[src/core/dhci_pkg.sv]
package dhci_pkg;

  // characters
  localparam logic [7:0] CHR_LF     = 8'h0A;
  localparam logic [7:0] CHR_CR     = 8'h0D;
  localparam logic [7:0] CMD_FLUSH  = 8'h52;
  localparam logic [7:0] CMD_UNSUP  = 8'h55;
  localparam logic [7:0] CMD_AVG    = 8'h41;
  localparam logic [7:0] CMD_SUPP   = 8'h58;
  localparam logic [7:0] CMD_NAV    = 8'h4E;
  localparam logic [7:0] CMD_BEGIN  = 8'h47;
  localparam logic [7:0] CMD_STOP   = 8'h53;
  localparam logic [7:0] ARG_YES    = 8'h59;
  localparam logic [7:0] ARG_NO     = 8'h4E;
  localparam logic [7:0] ARG_PAR    = 8'h49;
  localparam logic [7:0] ARG_SER    = 8'h52;
  localparam logic [7:0] ARG_BOTH   = 8'h42;

  // averaging limits and reset value
  localparam logic [5:0] AVG_MIN    = 6'h01;
  localparam logic [5:0] AVG_MAX    = 6'h32;
  localparam logic [5:0] AVG_RST    = 6'h01;

  // buffer capacities and write sizes in bytes
  localparam logic [14:0] PAR_CAP   = 15'h5014;
  localparam logic [12:0] SER_CAP   = 13'h1F40;
  localparam logic [1:0]  WORD_NB   = 2'h3;
  localparam logic [1:0]  NAV_TAIL  = 2'h1;

  // apb register byte offsets
  localparam logic [7:0] REG_CTRL   = 8'h00;
  localparam logic [7:0] REG_CHAR   = 8'h04;
  localparam logic [7:0] REG_STATUS = 8'h08;
  localparam logic [7:0] REG_AVG    = 8'h0C;
  localparam logic [7:0] REG_MASK   = 8'h10;
  localparam logic [7:0] REG_PLVL   = 8'h14;
  localparam logic [7:0] REG_SLVL   = 8'h18;

  // status and control field positions
  localparam int ST_COL_PAR = 0;
  localparam int ST_COL_SER = 1;
  localparam int ST_NAV     = 2;
  localparam int ST_ERR_LED = 3;
  localparam int ST_CMD_ERR = 4;
  localparam int ST_OVF_PAR = 5;
  localparam int ST_OVF_SER = 6;
  localparam int CTRL_CLR   = 0;

  typedef struct packed {
    logic [7:0] letter;
    logic [7:0] arg_chr;
    logic [7:0] arg_dec;
    logic [7:0] arg_hex;
    logic [1:0] nargs;
    logic       bad;
  } dhci_cmd_s;

  typedef struct packed {
    logic [23:0] data;
    logic [4:0]  idx;
    logic        is_ad;
  } dhci_word_s;

endpackage

[src/core/dhci_cmd_parse.sv]
`timescale 1ns/1ps
module dhci_cmd_parse (
  input  wire logic               pclk,
  input  wire logic               presetn,
  input  wire logic               chr_valid,
  input  wire logic [7:0]         chr,
  input  wire logic               cmd_ack,
  output dhci_pkg::dhci_cmd_s     cmd,
  output logic                    cmd_valid
);
  import dhci_pkg::*;

  dhci_cmd_s  acc_r;
  logic       got_r;
  logic       is_dig;
  logic       is_hexl;
  logic [3:0] nib;

  always_comb begin
    is_dig  = (chr >= 8'h30) && (chr <= 8'h39);
    is_hexl = (chr >= 8'h41) && (chr <= 8'h46);
    nib     = is_dig ? chr[3:0] : (is_hexl ? 4'(chr[3:0] + 4'h9) : 4'h0);
  end

  always_ff @(posedge pclk or negedge presetn) begin
    if (!presetn) begin
      acc_r     <= '0;
      got_r     <= 1'b0;
      cmd       <= '0;
      cmd_valid <= 1'b0;
    end else begin
      if (cmd_ack)
        cmd_valid <= 1'b0;
      if (chr_valid && !cmd_valid) begin
        if (chr == CHR_LF) begin
          if (got_r) begin
            cmd       <= acc_r;
            cmd_valid <= 1'b1;
          end
          acc_r <= '0;
          got_r <= 1'b0;
        end else if (chr == CHR_CR) begin
          got_r <= got_r;
        end else if (!got_r) begin
          acc_r.letter <= chr;
          got_r        <= 1'b1;
        end else begin
          if (acc_r.nargs == 2'h0)
            acc_r.arg_chr <= chr;
          if (acc_r.nargs == 2'h2)
            acc_r.bad <= 1'b1;
          else
            acc_r.nargs <= 2'(acc_r.nargs + 2'h1);
          acc_r.arg_dec <= 8'(acc_r.arg_dec * 8'd10 + {4'h0, chr[3:0]});
          acc_r.arg_hex <= {acc_r.arg_hex[3:0], nib};
          if (!is_dig)
            acc_r.arg_dec <= 8'hFF;
          // letters other than A-F pass, but poison the hex value
          if (!(is_dig || is_hexl))
            acc_r.arg_hex <= 8'hFF;
        end
      end
    end
  end

endmodule // dhci_cmd_parse

[src/core/dhci_scan_avg.sv]
`timescale 1ns/1ps
module dhci_scan_avg (
  input  wire logic               pclk,
  input  wire logic               presetn,
  input  wire logic               restart,
  input  wire logic [5:0]         avg_n,
  input  wire logic               word_valid,
  input  dhci_pkg::dhci_word_s    word_in,
  input  wire logic               scan_end,
  output logic                    out_valid,
  output dhci_pkg::dhci_word_s    out_word,
  output logic                    out_last
);
  import dhci_pkg::*;

  typedef enum {AVG_ACC, AVG_EMIT} dhci_avg_e;

  dhci_avg_e   st_r;
  logic [35:0] sum_r [32];
  logic        ad_r  [32];
  logic [4:0]  nmax_r;
  logic [4:0]  ptr_r;
  logic [5:0]  cnt_r;
  logic [35:0] cur;
  logic [35:0] add;

  always_comb begin
    cur = (cnt_r == 6'h0) ? 36'h0 : sum_r[word_in.idx];
    if (word_in.is_ad)
      add = {18'(cur[35:18] + {6'h0, word_in.data[23:12]}), 18'(cur[17:0] + {6'h0, word_in.data[11:0]})};
    else
      add = 36'(cur + {12'h0, word_in.data});
  end

  always_ff @(posedge pclk) begin
    if (st_r == AVG_ACC && word_valid) begin
      sum_r[word_in.idx] <= add;
      ad_r[word_in.idx]  <= word_in.is_ad;
    end
  end

  always_ff @(posedge pclk or negedge presetn) begin
    if (!presetn) begin
      st_r      <= AVG_ACC;
      nmax_r    <= 5'h0;
      ptr_r     <= 5'h0;
      cnt_r     <= 6'h0;
      out_valid <= 1'b0;
      out_word  <= '0;
      out_last  <= 1'b0;
    end else begin
      out_valid <= 1'b0;
      out_last  <= 1'b0;
      if (restart) begin
        st_r  <= AVG_ACC;
        cnt_r <= 6'h0;
      end else begin
        case (st_r)
          AVG_ACC: begin
            if (word_valid)
              nmax_r <= (cnt_r == 6'h0 || word_in.idx > nmax_r) ? word_in.idx : nmax_r;
            if (scan_end) begin
              if (6'(cnt_r + 6'h1) >= avg_n) begin
                st_r  <= AVG_EMIT;
                ptr_r <= 5'h0;
              end else
                cnt_r <= 6'(cnt_r + 6'h1);
            end
          end
          AVG_EMIT: begin
            out_valid      <= 1'b1;
            out_word.idx   <= ptr_r;
            out_word.is_ad <= ad_r[ptr_r];
            if (ad_r[ptr_r])
              out_word.data <= {12'(sum_r[ptr_r][35:18] / avg_n), 12'(sum_r[ptr_r][17:0] / avg_n)};
            else
              out_word.data <= 24'(sum_r[ptr_r][29:0] / avg_n);
            ptr_r <= 5'(ptr_r + 5'h1);
            if (ptr_r == nmax_r) begin
              out_last <= 1'b1;
              st_r     <= AVG_ACC;
              cnt_r    <= 6'h0;
            end
          end
          default: st_r <= AVG_ACC;
        endcase
      end
    end
  end

endmodule // dhci_scan_avg

[src/core/dhci_top.sv]
`timescale 1ns/1ps
// Notes on behaviour
// - commands are ascii and end in a line feed
// - a carriage return before the line feed is optional
// - settings hold until the panel reset or a replacing command
// - only the averaging count goes to nonvolatile memory
// - flush empties all buffers, starts nothing, changes nothing else
// - every command but begin and stop also flushes
// - unsuppress returns every word to the scan
// - averaging count sets scans per output, valid 1 to 50
// - suppression drops the word numbered in hex
// - frequency word holds one channel, a/d word holds two
// - navigation Y appends lat/lon to each scan, N does not; code appends once per averaged output
// - begin loads buffers: I parallel, R serial, B both
// - stop ceases loading the buffers
// - buffers hold 20500 parallel bytes and 8000 serial bytes
// - commands and data on either port, serial output in ascii
// - valid-character signal marks each good 8-bit character
// - missing valid character when expected lights the error lamp
module dhci_top (
  input  wire logic               pclk,
  input  wire logic               presetn,
  input  wire logic               psel,
  input  wire logic               penable,
  input  wire logic               pwrite,
  input  wire logic [7:0]         paddr,
  input  wire logic [31:0]        pwdata,
  output logic [31:0]             prdata,
  output logic                    pready,
  output logic                    pslverr,
  input  wire logic               ser_rx_valid,
  input  wire logic [7:0]         ser_rx_char,
  input  wire logic               par_rx_valid,
  input  wire logic [7:0]         par_rx_char,
  input  wire logic               panel_reset,
  input  wire logic [5:0]         nv_avg_in,
  output logic                    nv_wr,
  output logic [5:0]              nv_wr_data,
  input  wire logic               scan_word_valid,
  input  dhci_pkg::dhci_word_s    scan_word,
  input  wire logic               scan_end,
  input  wire logic [55:0]        nav_fix,
  input  wire logic               telem_char_valid,
  input  wire logic               telem_char_due,
  output logic                    err_led,
  output logic                    buf_flush,
  output logic                    par_wr,
  output logic [23:0]             par_wr_data,
  output logic [1:0]              par_wr_nbytes,
  input  wire logic               par_rd,
  output logic                    ser_wr,
  output logic [47:0]             ser_wr_data,
  output logic [2:0]              ser_wr_nbytes,
  input  wire logic               ser_rd
);
  import dhci_pkg::*;

  dhci_cmd_s   ser_cmd;
  dhci_cmd_s   par_cmd;
  dhci_cmd_s   cmd;
  logic        ser_cmd_v;
  logic        par_cmd_v;
  logic        cmd_v;
  logic        ser_ack;
  logic        par_ack;
  logic        chr_pend_r;
  logic [7:0]  chr_r;
  logic        par_chr_v;
  logic [7:0]  par_chr;
  logic [5:0]  avg_r;
  logic [31:0] mask_r;
  logic        nav_r;
  logic        col_par_r;
  logic        col_ser_r;
  logic        cmd_err_r;
  logic        nv_load_r;
  logic        flush;
  logic        avg_v;
  dhci_word_s  avg_w;
  logic        avg_last;
  logic [1:0]  nav_step_r;
  logic [55:0] nav_r2;
  logic        go;
  logic [23:0] go_data;
  logic [1:0]  go_nb;
  logic [47:0] go_asc;
  logic [2:0]  go_snb;
  logic [14:0] plvl_r;
  logic [12:0] slvl_r;
  logic        p_ok;
  logic        s_ok;
  logic        ovf_par_r;
  logic        ovf_ser_r;
  logic        seen_r;
  logic        apb_acc;
  logic        apb_wr;
  logic        clr_err;
  logic [31:0] rd_mux;
  logic        rd_hit;

  assign apb_acc = psel && penable && !pready;
  assign apb_wr  = psel && penable && pready && pwrite;
  assign clr_err = apb_wr && paddr == REG_CTRL && pwdata[CTRL_CLR];

  // inject apb chars on parallel path
  assign par_chr_v = par_rx_valid || chr_pend_r;
  assign par_chr   = par_rx_valid ? par_rx_char : chr_r;

  always_ff @(posedge pclk or negedge presetn) begin
    if (!presetn) begin
      chr_pend_r <= 1'b0;
      chr_r      <= 8'h00;
    end else if (apb_wr && paddr == REG_CHAR) begin
      chr_pend_r <= 1'b1;
      chr_r      <= pwdata[7:0];
    end else if (!par_rx_valid)
      chr_pend_r <= 1'b0;
  end

  dhci_cmd_parse u_ser_parse (
    .pclk      (pclk),
    .presetn   (presetn),
    .chr_valid (ser_rx_valid),
    .chr       (ser_rx_char),
    .cmd_ack   (ser_ack),
    .cmd       (ser_cmd),
    .cmd_valid (ser_cmd_v)
  );

  dhci_cmd_parse u_par_parse (
    .pclk      (pclk),
    .presetn   (presetn),
    .chr_valid (par_chr_v),
    .chr       (par_chr),
    .cmd_ack   (par_ack),
    .cmd       (par_cmd),
    .cmd_valid (par_cmd_v)
  );

  assign ser_ack = ser_cmd_v;
  assign par_ack = par_cmd_v && !ser_cmd_v;
  assign cmd_v   = ser_cmd_v || par_cmd_v;
  assign cmd     = ser_cmd_v ? ser_cmd : par_cmd;

  // all but begin and stop flush
  assign flush = panel_reset || (cmd_v && cmd.letter != CMD_BEGIN && cmd.letter != CMD_STOP);

  // settings
  always_ff @(posedge pclk or negedge presetn) begin
    if (!presetn) begin
      avg_r     <= AVG_RST;
      mask_r    <= 32'h0000_0000;
      nav_r     <= 1'b0;
      col_par_r <= 1'b0;
      col_ser_r <= 1'b0;
      cmd_err_r <= 1'b0;
      nv_load_r <= 1'b1;
      nv_wr     <= 1'b0;
      nv_wr_data <= AVG_RST;
    end else begin
      nv_wr     <= 1'b0;
      nv_load_r <= 1'b0;
      if (clr_err)
        cmd_err_r <= 1'b0;
      if (nv_load_r || panel_reset) begin
        avg_r <= (nv_avg_in >= AVG_MIN && nv_avg_in <= AVG_MAX) ? nv_avg_in : AVG_RST;
      end
      if (panel_reset) begin
        mask_r    <= 32'h0000_0000;
        nav_r     <= 1'b0;
        col_par_r <= 1'b0;
        col_ser_r <= 1'b0;
      end else if (cmd_v) begin
        if (cmd.bad)
          cmd_err_r <= 1'b1;
        else begin
          case (cmd.letter)
            CMD_FLUSH: cmd_err_r <= cmd_err_r;
            CMD_UNSUP: mask_r <= 32'h0000_0000;
            CMD_AVG: begin
              if (cmd.nargs != 2'h0 && cmd.arg_dec >= {2'h0, AVG_MIN} && cmd.arg_dec <= {2'h0, AVG_MAX}) begin
                avg_r      <= cmd.arg_dec[5:0];
                nv_wr      <= 1'b1;
                nv_wr_data <= cmd.arg_dec[5:0];
              end else
                cmd_err_r <= 1'b1;
            end
            CMD_SUPP: begin
              if (cmd.nargs != 2'h0 && cmd.arg_hex[7:5] == 3'h0)
                mask_r[cmd.arg_hex[4:0]] <= 1'b1;
              else
                cmd_err_r <= 1'b1;
            end
            CMD_NAV: begin
              if (cmd.arg_chr == ARG_YES)
                nav_r <= 1'b1;
              else if (cmd.arg_chr == ARG_NO)
                nav_r <= 1'b0;
              else
                cmd_err_r <= 1'b1;
            end
            CMD_BEGIN: begin
              if (cmd.arg_chr == ARG_PAR || cmd.arg_chr == ARG_BOTH)
                col_par_r <= 1'b1;
              if (cmd.arg_chr == ARG_SER || cmd.arg_chr == ARG_BOTH)
                col_ser_r <= 1'b1;
              if (cmd.arg_chr != ARG_PAR && cmd.arg_chr != ARG_SER && cmd.arg_chr != ARG_BOTH)
                cmd_err_r <= 1'b1;
            end
            CMD_STOP: begin
              col_par_r <= 1'b0;
              col_ser_r <= 1'b0;
            end
            default: cmd_err_r <= 1'b1;
          endcase
        end
      end
    end
  end

  dhci_scan_avg u_avg (
    .pclk       (pclk),
    .presetn    (presetn),
    .restart    (flush),
    .avg_n      (avg_r),
    .word_valid (scan_word_valid),
    .word_in    (scan_word),
    .scan_end   (scan_end),
    .out_valid  (avg_v),
    .out_word   (avg_w),
    .out_last   (avg_last)
  );

  always_ff @(posedge pclk or negedge presetn) begin
    if (!presetn) begin
      nav_step_r <= 2'h0;
      nav_r2     <= 56'h0;
    end else if (flush) begin
      nav_step_r <= 2'h0;
    end else if (avg_last && nav_r) begin
      nav_step_r <= 2'h1;
      nav_r2     <= nav_fix;
    end else if (nav_step_r != 2'h0 && !avg_v) begin
      nav_step_r <= (nav_step_r == 2'h3) ? 2'h0 : 2'(nav_step_r + 2'h1);
    end
  end

  always_comb begin
    go      = 1'b0;
    go_data = 24'h0;
    go_nb   = WORD_NB;
    if (avg_v) begin
      go      = !mask_r[avg_w.idx];
      go_data = avg_w.data;
    end else if (nav_step_r != 2'h0) begin
      go = 1'b1;
      case (nav_step_r)
        2'h1:    go_data = nav_r2[55:32];
        2'h2:    go_data = nav_r2[31:8];
        default: begin
          go_data = {16'h0, nav_r2[7:0]};
          go_nb   = NAV_TAIL;
        end
      endcase
    end
    go_snb = {go_nb, 1'b0};
  end

  genvar gi;
  generate
    for (gi = 0; gi < 6; gi++) begin : g_asc
      logic [3:0] n;
      assign n = go_data[gi*4 +: 4];
      assign go_asc[gi*8 +: 8] = (n < 4'hA) ? {4'h3, n} : 8'(8'h37 + {4'h0, n});
    end
  endgenerate

  assign p_ok = (16'(plvl_r) + {14'h0, go_nb}) <= {1'b0, PAR_CAP};
  assign s_ok = (14'(slvl_r) + {11'h0, go_snb}) <= {1'b0, SER_CAP};

  always_ff @(posedge pclk or negedge presetn) begin
    if (!presetn) begin
      par_wr        <= 1'b0;
      par_wr_data   <= 24'h0;
      par_wr_nbytes <= 2'h0;
      ser_wr        <= 1'b0;
      ser_wr_data   <= 48'h0;
      ser_wr_nbytes <= 3'h0;
      buf_flush     <= 1'b0;
      plvl_r        <= 15'h0;
      slvl_r        <= 13'h0;
      ovf_par_r     <= 1'b0;
      ovf_ser_r     <= 1'b0;
    end else begin
      buf_flush     <= flush;
      par_wr        <= 1'b0;
      ser_wr        <= 1'b0;
      par_wr_data   <= go_data;
      par_wr_nbytes <= go_nb;
      ser_wr_data   <= go_asc;
      ser_wr_nbytes <= go_snb;
      if (clr_err) begin
        ovf_par_r <= 1'b0;
        ovf_ser_r <= 1'b0;
      end
      if (flush) begin
        plvl_r <= 15'h0;
        slvl_r <= 13'h0;
      end else begin
        plvl_r <= 15'(plvl_r - {14'h0, par_rd && plvl_r != 15'h0}
                  + ((go && col_par_r && p_ok) ? {13'h0, go_nb} : 15'h0));
        slvl_r <= 13'(slvl_r - {12'h0, ser_rd && slvl_r != 13'h0}
                  + ((go && col_ser_r && s_ok) ? {10'h0, go_snb} : 13'h0));
        if (go && col_par_r) begin
          par_wr <= p_ok;
          if (!p_ok)
            ovf_par_r <= 1'b1;
        end
        if (go && col_ser_r) begin
          ser_wr <= s_ok;
          if (!s_ok)
            ovf_ser_r <= 1'b1;
        end
      end
    end
  end

  always_ff @(posedge pclk or negedge presetn) begin
    if (!presetn) begin
      seen_r  <= 1'b0;
      err_led <= 1'b0;
    end else begin
      if (telem_char_due) begin
        seen_r <= 1'b0;
        if (!seen_r && !telem_char_valid)
          err_led <= 1'b1;
        else if (panel_reset || clr_err)
          err_led <= 1'b0;
      end else begin
        seen_r <= seen_r || telem_char_valid;
        if (panel_reset || clr_err)
          err_led <= 1'b0;
      end
    end
  end

  // apb read mux
  always_comb begin
    rd_mux = 32'h0;
    rd_hit = 1'b1;
    case (paddr)
      REG_CTRL:   rd_mux = 32'h0;
      REG_CHAR:   rd_mux = {31'h0, chr_pend_r};
      REG_STATUS: begin
        rd_mux[ST_COL_PAR] = col_par_r;
        rd_mux[ST_COL_SER] = col_ser_r;
        rd_mux[ST_NAV]     = nav_r;
        rd_mux[ST_ERR_LED] = err_led;
        rd_mux[ST_CMD_ERR] = cmd_err_r;
        rd_mux[ST_OVF_PAR] = ovf_par_r;
        rd_mux[ST_OVF_SER] = ovf_ser_r;
      end
      REG_AVG:    rd_mux = {26'h0, avg_r};
      REG_MASK:   rd_mux = mask_r;
      REG_PLVL:   rd_mux = {17'h0, plvl_r};
      REG_SLVL:   rd_mux = {19'h0, slvl_r};
      default:    rd_hit = 1'b0;
    endcase
  end

  always_ff @(posedge pclk or negedge presetn) begin
    if (!presetn) begin
      pready  <= 1'b0;
      pslverr <= 1'b0;
      prdata  <= 32'h0;
    end else begin
      pready  <= apb_acc;
      pslverr <= apb_acc && !rd_hit;
      prdata  <= (apb_acc && !pwrite) ? rd_mux : 32'h0;
    end
  end

endmodule // dhci_top

[config.mk]
export PLATFORM = sky130hd
export DESIGN_NAME = dhci_top
export DESIGN_NICKNAME = d
export VERILOG_FILES = /design/src/core/dhci_pkg.sv /design/src/core/dhci_cmd_parse.sv /design/src/core/dhci_scan_avg.sv /design/src/core/dhci_top.sv
export SDC_FILE = /design/constraint.sdc
export NUM_CORES = 2
export LEC_CHECK = 0
export ABC_CLOCK_PERIOD_IN_PS = 80400
export BUFFER_PORTS_ARGS = -buffer_cell sky130_fd_sc_hd__buf_4
export CAP_MARGIN = 20
export CORE_MARGIN = 5
export CORE_UTILIZATION = 32
export DETAILED_ROUTE_END_ITERATION = 16
export GPL_TIMING_DRIVEN = 0
export PLACE_DENSITY_LB_ADDON = 0.1
export SLEW_MARGIN = 40
export SYNTH_ARGS = -nofsm -noshare
export SYNTH_HDL_FRONTEND = slang
export SYNTH_SLANG_ARGS = --single-unit
export TNS_END_PERCENT = 1
[constraint.sdc]
create_clock -name pclk -period 80.4 [get_ports pclk]
set_input_delay 12.06 -clock pclk [delete_from_list [all_inputs] [get_ports pclk]]
set_output_delay 12.06 -clock pclk [all_outputs]
set_load 0.01 [all_outputs]
==> metrics.yaml <==
critPathMaxStageDelay_ns: 0.62
finalClockSkew_ns: 0.109
die_h_um: 573
rsz0062_at_grt: "false"
timing.final.crit_share: 0.928
dp_hpwl_mm: 298
slew_headroom: 0.339
io_buffers: 250
crit_slowest_cell: "or4_1"
placed_cell_area_um2: 115000
drt-total-wl_mm: 390
antenna_found_initial: 13
hold_viol: 0
cts.sinks: 1630
regArea_um2: 46700
syn_inst: 8518
synth_cell_types: 148
num_rows: 206
die_x_um: 573
yosys_register_bits: 1630
critical_path_class: "flop to flop"
drt_iter0_drc: 6979
finalSetupViolCount: 0
layout.nets: 9937
synth_edf_count: 1184
start_util: 0.322
syn_avg_cell_area_um2: 11.9
cp_num_buf_inv: 29
drive_gt1_frac: 0.231
fill_cells: 30187
syn_area_um2: 102000
worstSetupStartpointType: "flop"
area_growth_syn_to_layout_pct: 19.8
worstSkewPairLatency_ns: 0.91
clock.fmax_mhz: 13.4
cp.depth: 354
core_area_um2: 315000
multiInputGateArea_um2: 53500
final_antenna_net_count: 0
rr_worst_depth: 354
via_count: 78534
path_common_cell: "o21a_1"
synth_area_leaders: "edfxtp_1, mux4_2, dfrtp_1, ha_1, nand2_1"
status: "complete, no violations"
grt_remaining_overflow: 0
netlist.area_leader.share: 0.350
final_cell_area_um2: 122000
ys_seq_area_frac: 0.460
maxSlewViolCount: 0
cts_tree: "done"
die-area_um2: 329000
post_drt_wl_per_cell_um: 28.7
cts_hold_buf: 0
min_path_cells: 2
htree_num_levels: 4
yosys.area.top_type: "edfxtp_1"
drv_cap: 0
grt_first_pass_wirelength_mm: 559
cts_buffers: 188
fin_util: 0.386
synthFlopType: "edfxtp_1"
grt_max_degree: 71
yosysWarnings: 0
synthArstFlopShare: 0.274
place.gp.congestion: 0.865
drc: 0
clk_path_buf_depth: 4
cp.required_ns: 81.09
hold_path.class: "flop to flop"
critPathTopFamily: "compound AO/OA/AOI/OAI gates"
worst_setup_hold_path_clk_slew_ns: 0.06
worst_slew_pin_slew_ns: 0.989
ioPinCount: 284
cp.arrival_ns: 75.32
period_needed_ns: 74.64
dr.pass1.iters: 5
grt_pass1_vias: 78109
critPathMaxFanout: 14
critPathCaptureType: "flop"
clock-root-buffer: "clkbuf_16"
grt_use_total: 0.229
post_drt_via_cell_ratio: 5.79
layer usage:
layer  routed length, um  vias to the layer above  GRT usage  share of wire
li1                    -                    34862          -              -
met3               24500                      534     0.0337          0.063
met4               11700                        2     0.0639          0.030
met5                  13                        -          0       0.000033
met2              183000                     2759      0.381           0.47
met1              171000                    40377      0.313           0.44
logic make-up after synthesis:
kind of cell	Yosys count	synth area share
XOR/XNOR	292	0.0253
buffers and inverters	632	0.0267
multiplexers	982	0.168
adder cells (fa/ha/maj)	529	0.0655
AND/OR/NAND/NOR	2429	0.118
other	2	0.0000739
flip-flops	1630	0.460
AO/OA/AOI/OAI	2022	0.137
cell usage after synthesis, types with 69 or more instances:
cell type and count:
a31oi_1 83, o21ai_0 320, inv_1 255, nor2_1 648, nand2b_1 72, xnor2_1 187
nand2_1 650, xor2_1 104, mux4_2 554, o21a_1 263, nor2b_1 69, mux2i_1 232
a22oi_1 245, nand3_1 148, dfrtp_1 443, a21o_1 72, nor3_1 298, clkbuf_1 213
nand4_1 74, and2_1 90, ha_1 508, o31ai_1 120, mux2_2 190, edfxtp_1 1184
a21oi_1 399
final timing paths:
path	start	slack [ns]	to
max in group asynchronous	presetn	67.83	u_ser_parse.acc_r[11]
min reg2reg	u_ser_parse.cmd[0]	0.47	u_ser_parse.cmd[0]
min	u_ser_parse.cmd[0]	0.47	u_ser_parse.cmd[0]
min in group asynchronous	presetn	11.13	ser_wr_nbytes[1]
max	u_avg.ptr_r[0]	5.76	u_avg.out_word[6]
max reg2reg	u_avg.ptr_r[0]	5.76	u_avg.out_word[6]
worst min-delay path, cell delays in order, from the launching register on:
cell     delay, ns
dfrtp_1       0.33
nand2_1       0.05
nand2_1       0.05
registers in the layout, indices dropped and copies added (netlist names), 2 cells and up:
signal / flops
nav_step_r: 2
u_avg.nmax_r: 5
chr_r: 8
prdata: 32
u_avg.sum_r: 1152
ser_wr_data: 42
u_avg.out_word: 29
nav_r2: 56
nv_wr_data: 6
u_avg.cnt_r: 6
u_avg.ptr_r: 5
u_ser_parse.acc_r: 35
u_par_parse.cmd: 35
slvl_r: 13
par_wr_data: 24
avg_r: 6
ser_wr_nbytes: 2
u_par_parse.acc_r: 35
u_ser_parse.cmd: 35
u_avg.ad_r: 32
mask_r: 32
plvl_r: 15
cells in the final DEF, fill, tap and decap left out, types with 142 or more instances in the layout:
cell / n
edfxtp_1: 1184
mux4_2: 554
mux2i_1: 222
o21a_1: 262
a22oi_1: 245
nand3_1: 145
clkbuf_1: 142
xnor2_1: 172
inv_1: 249
mux2_2: 190
ha_1: 508
o21ai_0: 307
dfrtp_1: 442
nor3_1: 288
nand2_1: 646
clkbuf_16: 192
a21oi_1: 374
buf_4: 367
nor2_1: 596
through the flow:
stage / cells / worst slack [ns] / hold WS (ns) / TNS (ns)
after CTS: 13527 / 0.0136 / 0.475 / 0
after global routing: 13566 / 0.0362 / 0.505 / 0
after detailed placement: 13188 / -4.81 / 0.461 / -6.79
after floorplan: 8525 / 11.40 / 0.435 / 0
final: 13573 / 5.76 / 0.466 / 0
after global placement: 12935 / -7.35 / 0.459 / -13.43
area by class of cell:
type                       instances  area share
clock inverter                    97     0.00818
buffer                           369      0.0157
multi-input combinational       6263       0.440
clock buffer                     240      0.0422
inverter                         259     0.00824
antenna                            8    0.000165
timing repair buffer             547      0.0590
sequential                      1630       0.384
tap                             4160      0.0428
repair_timing:
item                       CTS  global route
pin swaps                    4            16
setup endpoints to repair    2             3
setup buffers                3            40
resized for setup           39            91
Power is not shown: default switching activity piles up to over one toggle a cycle in this logic, so the estimate is an artifact.
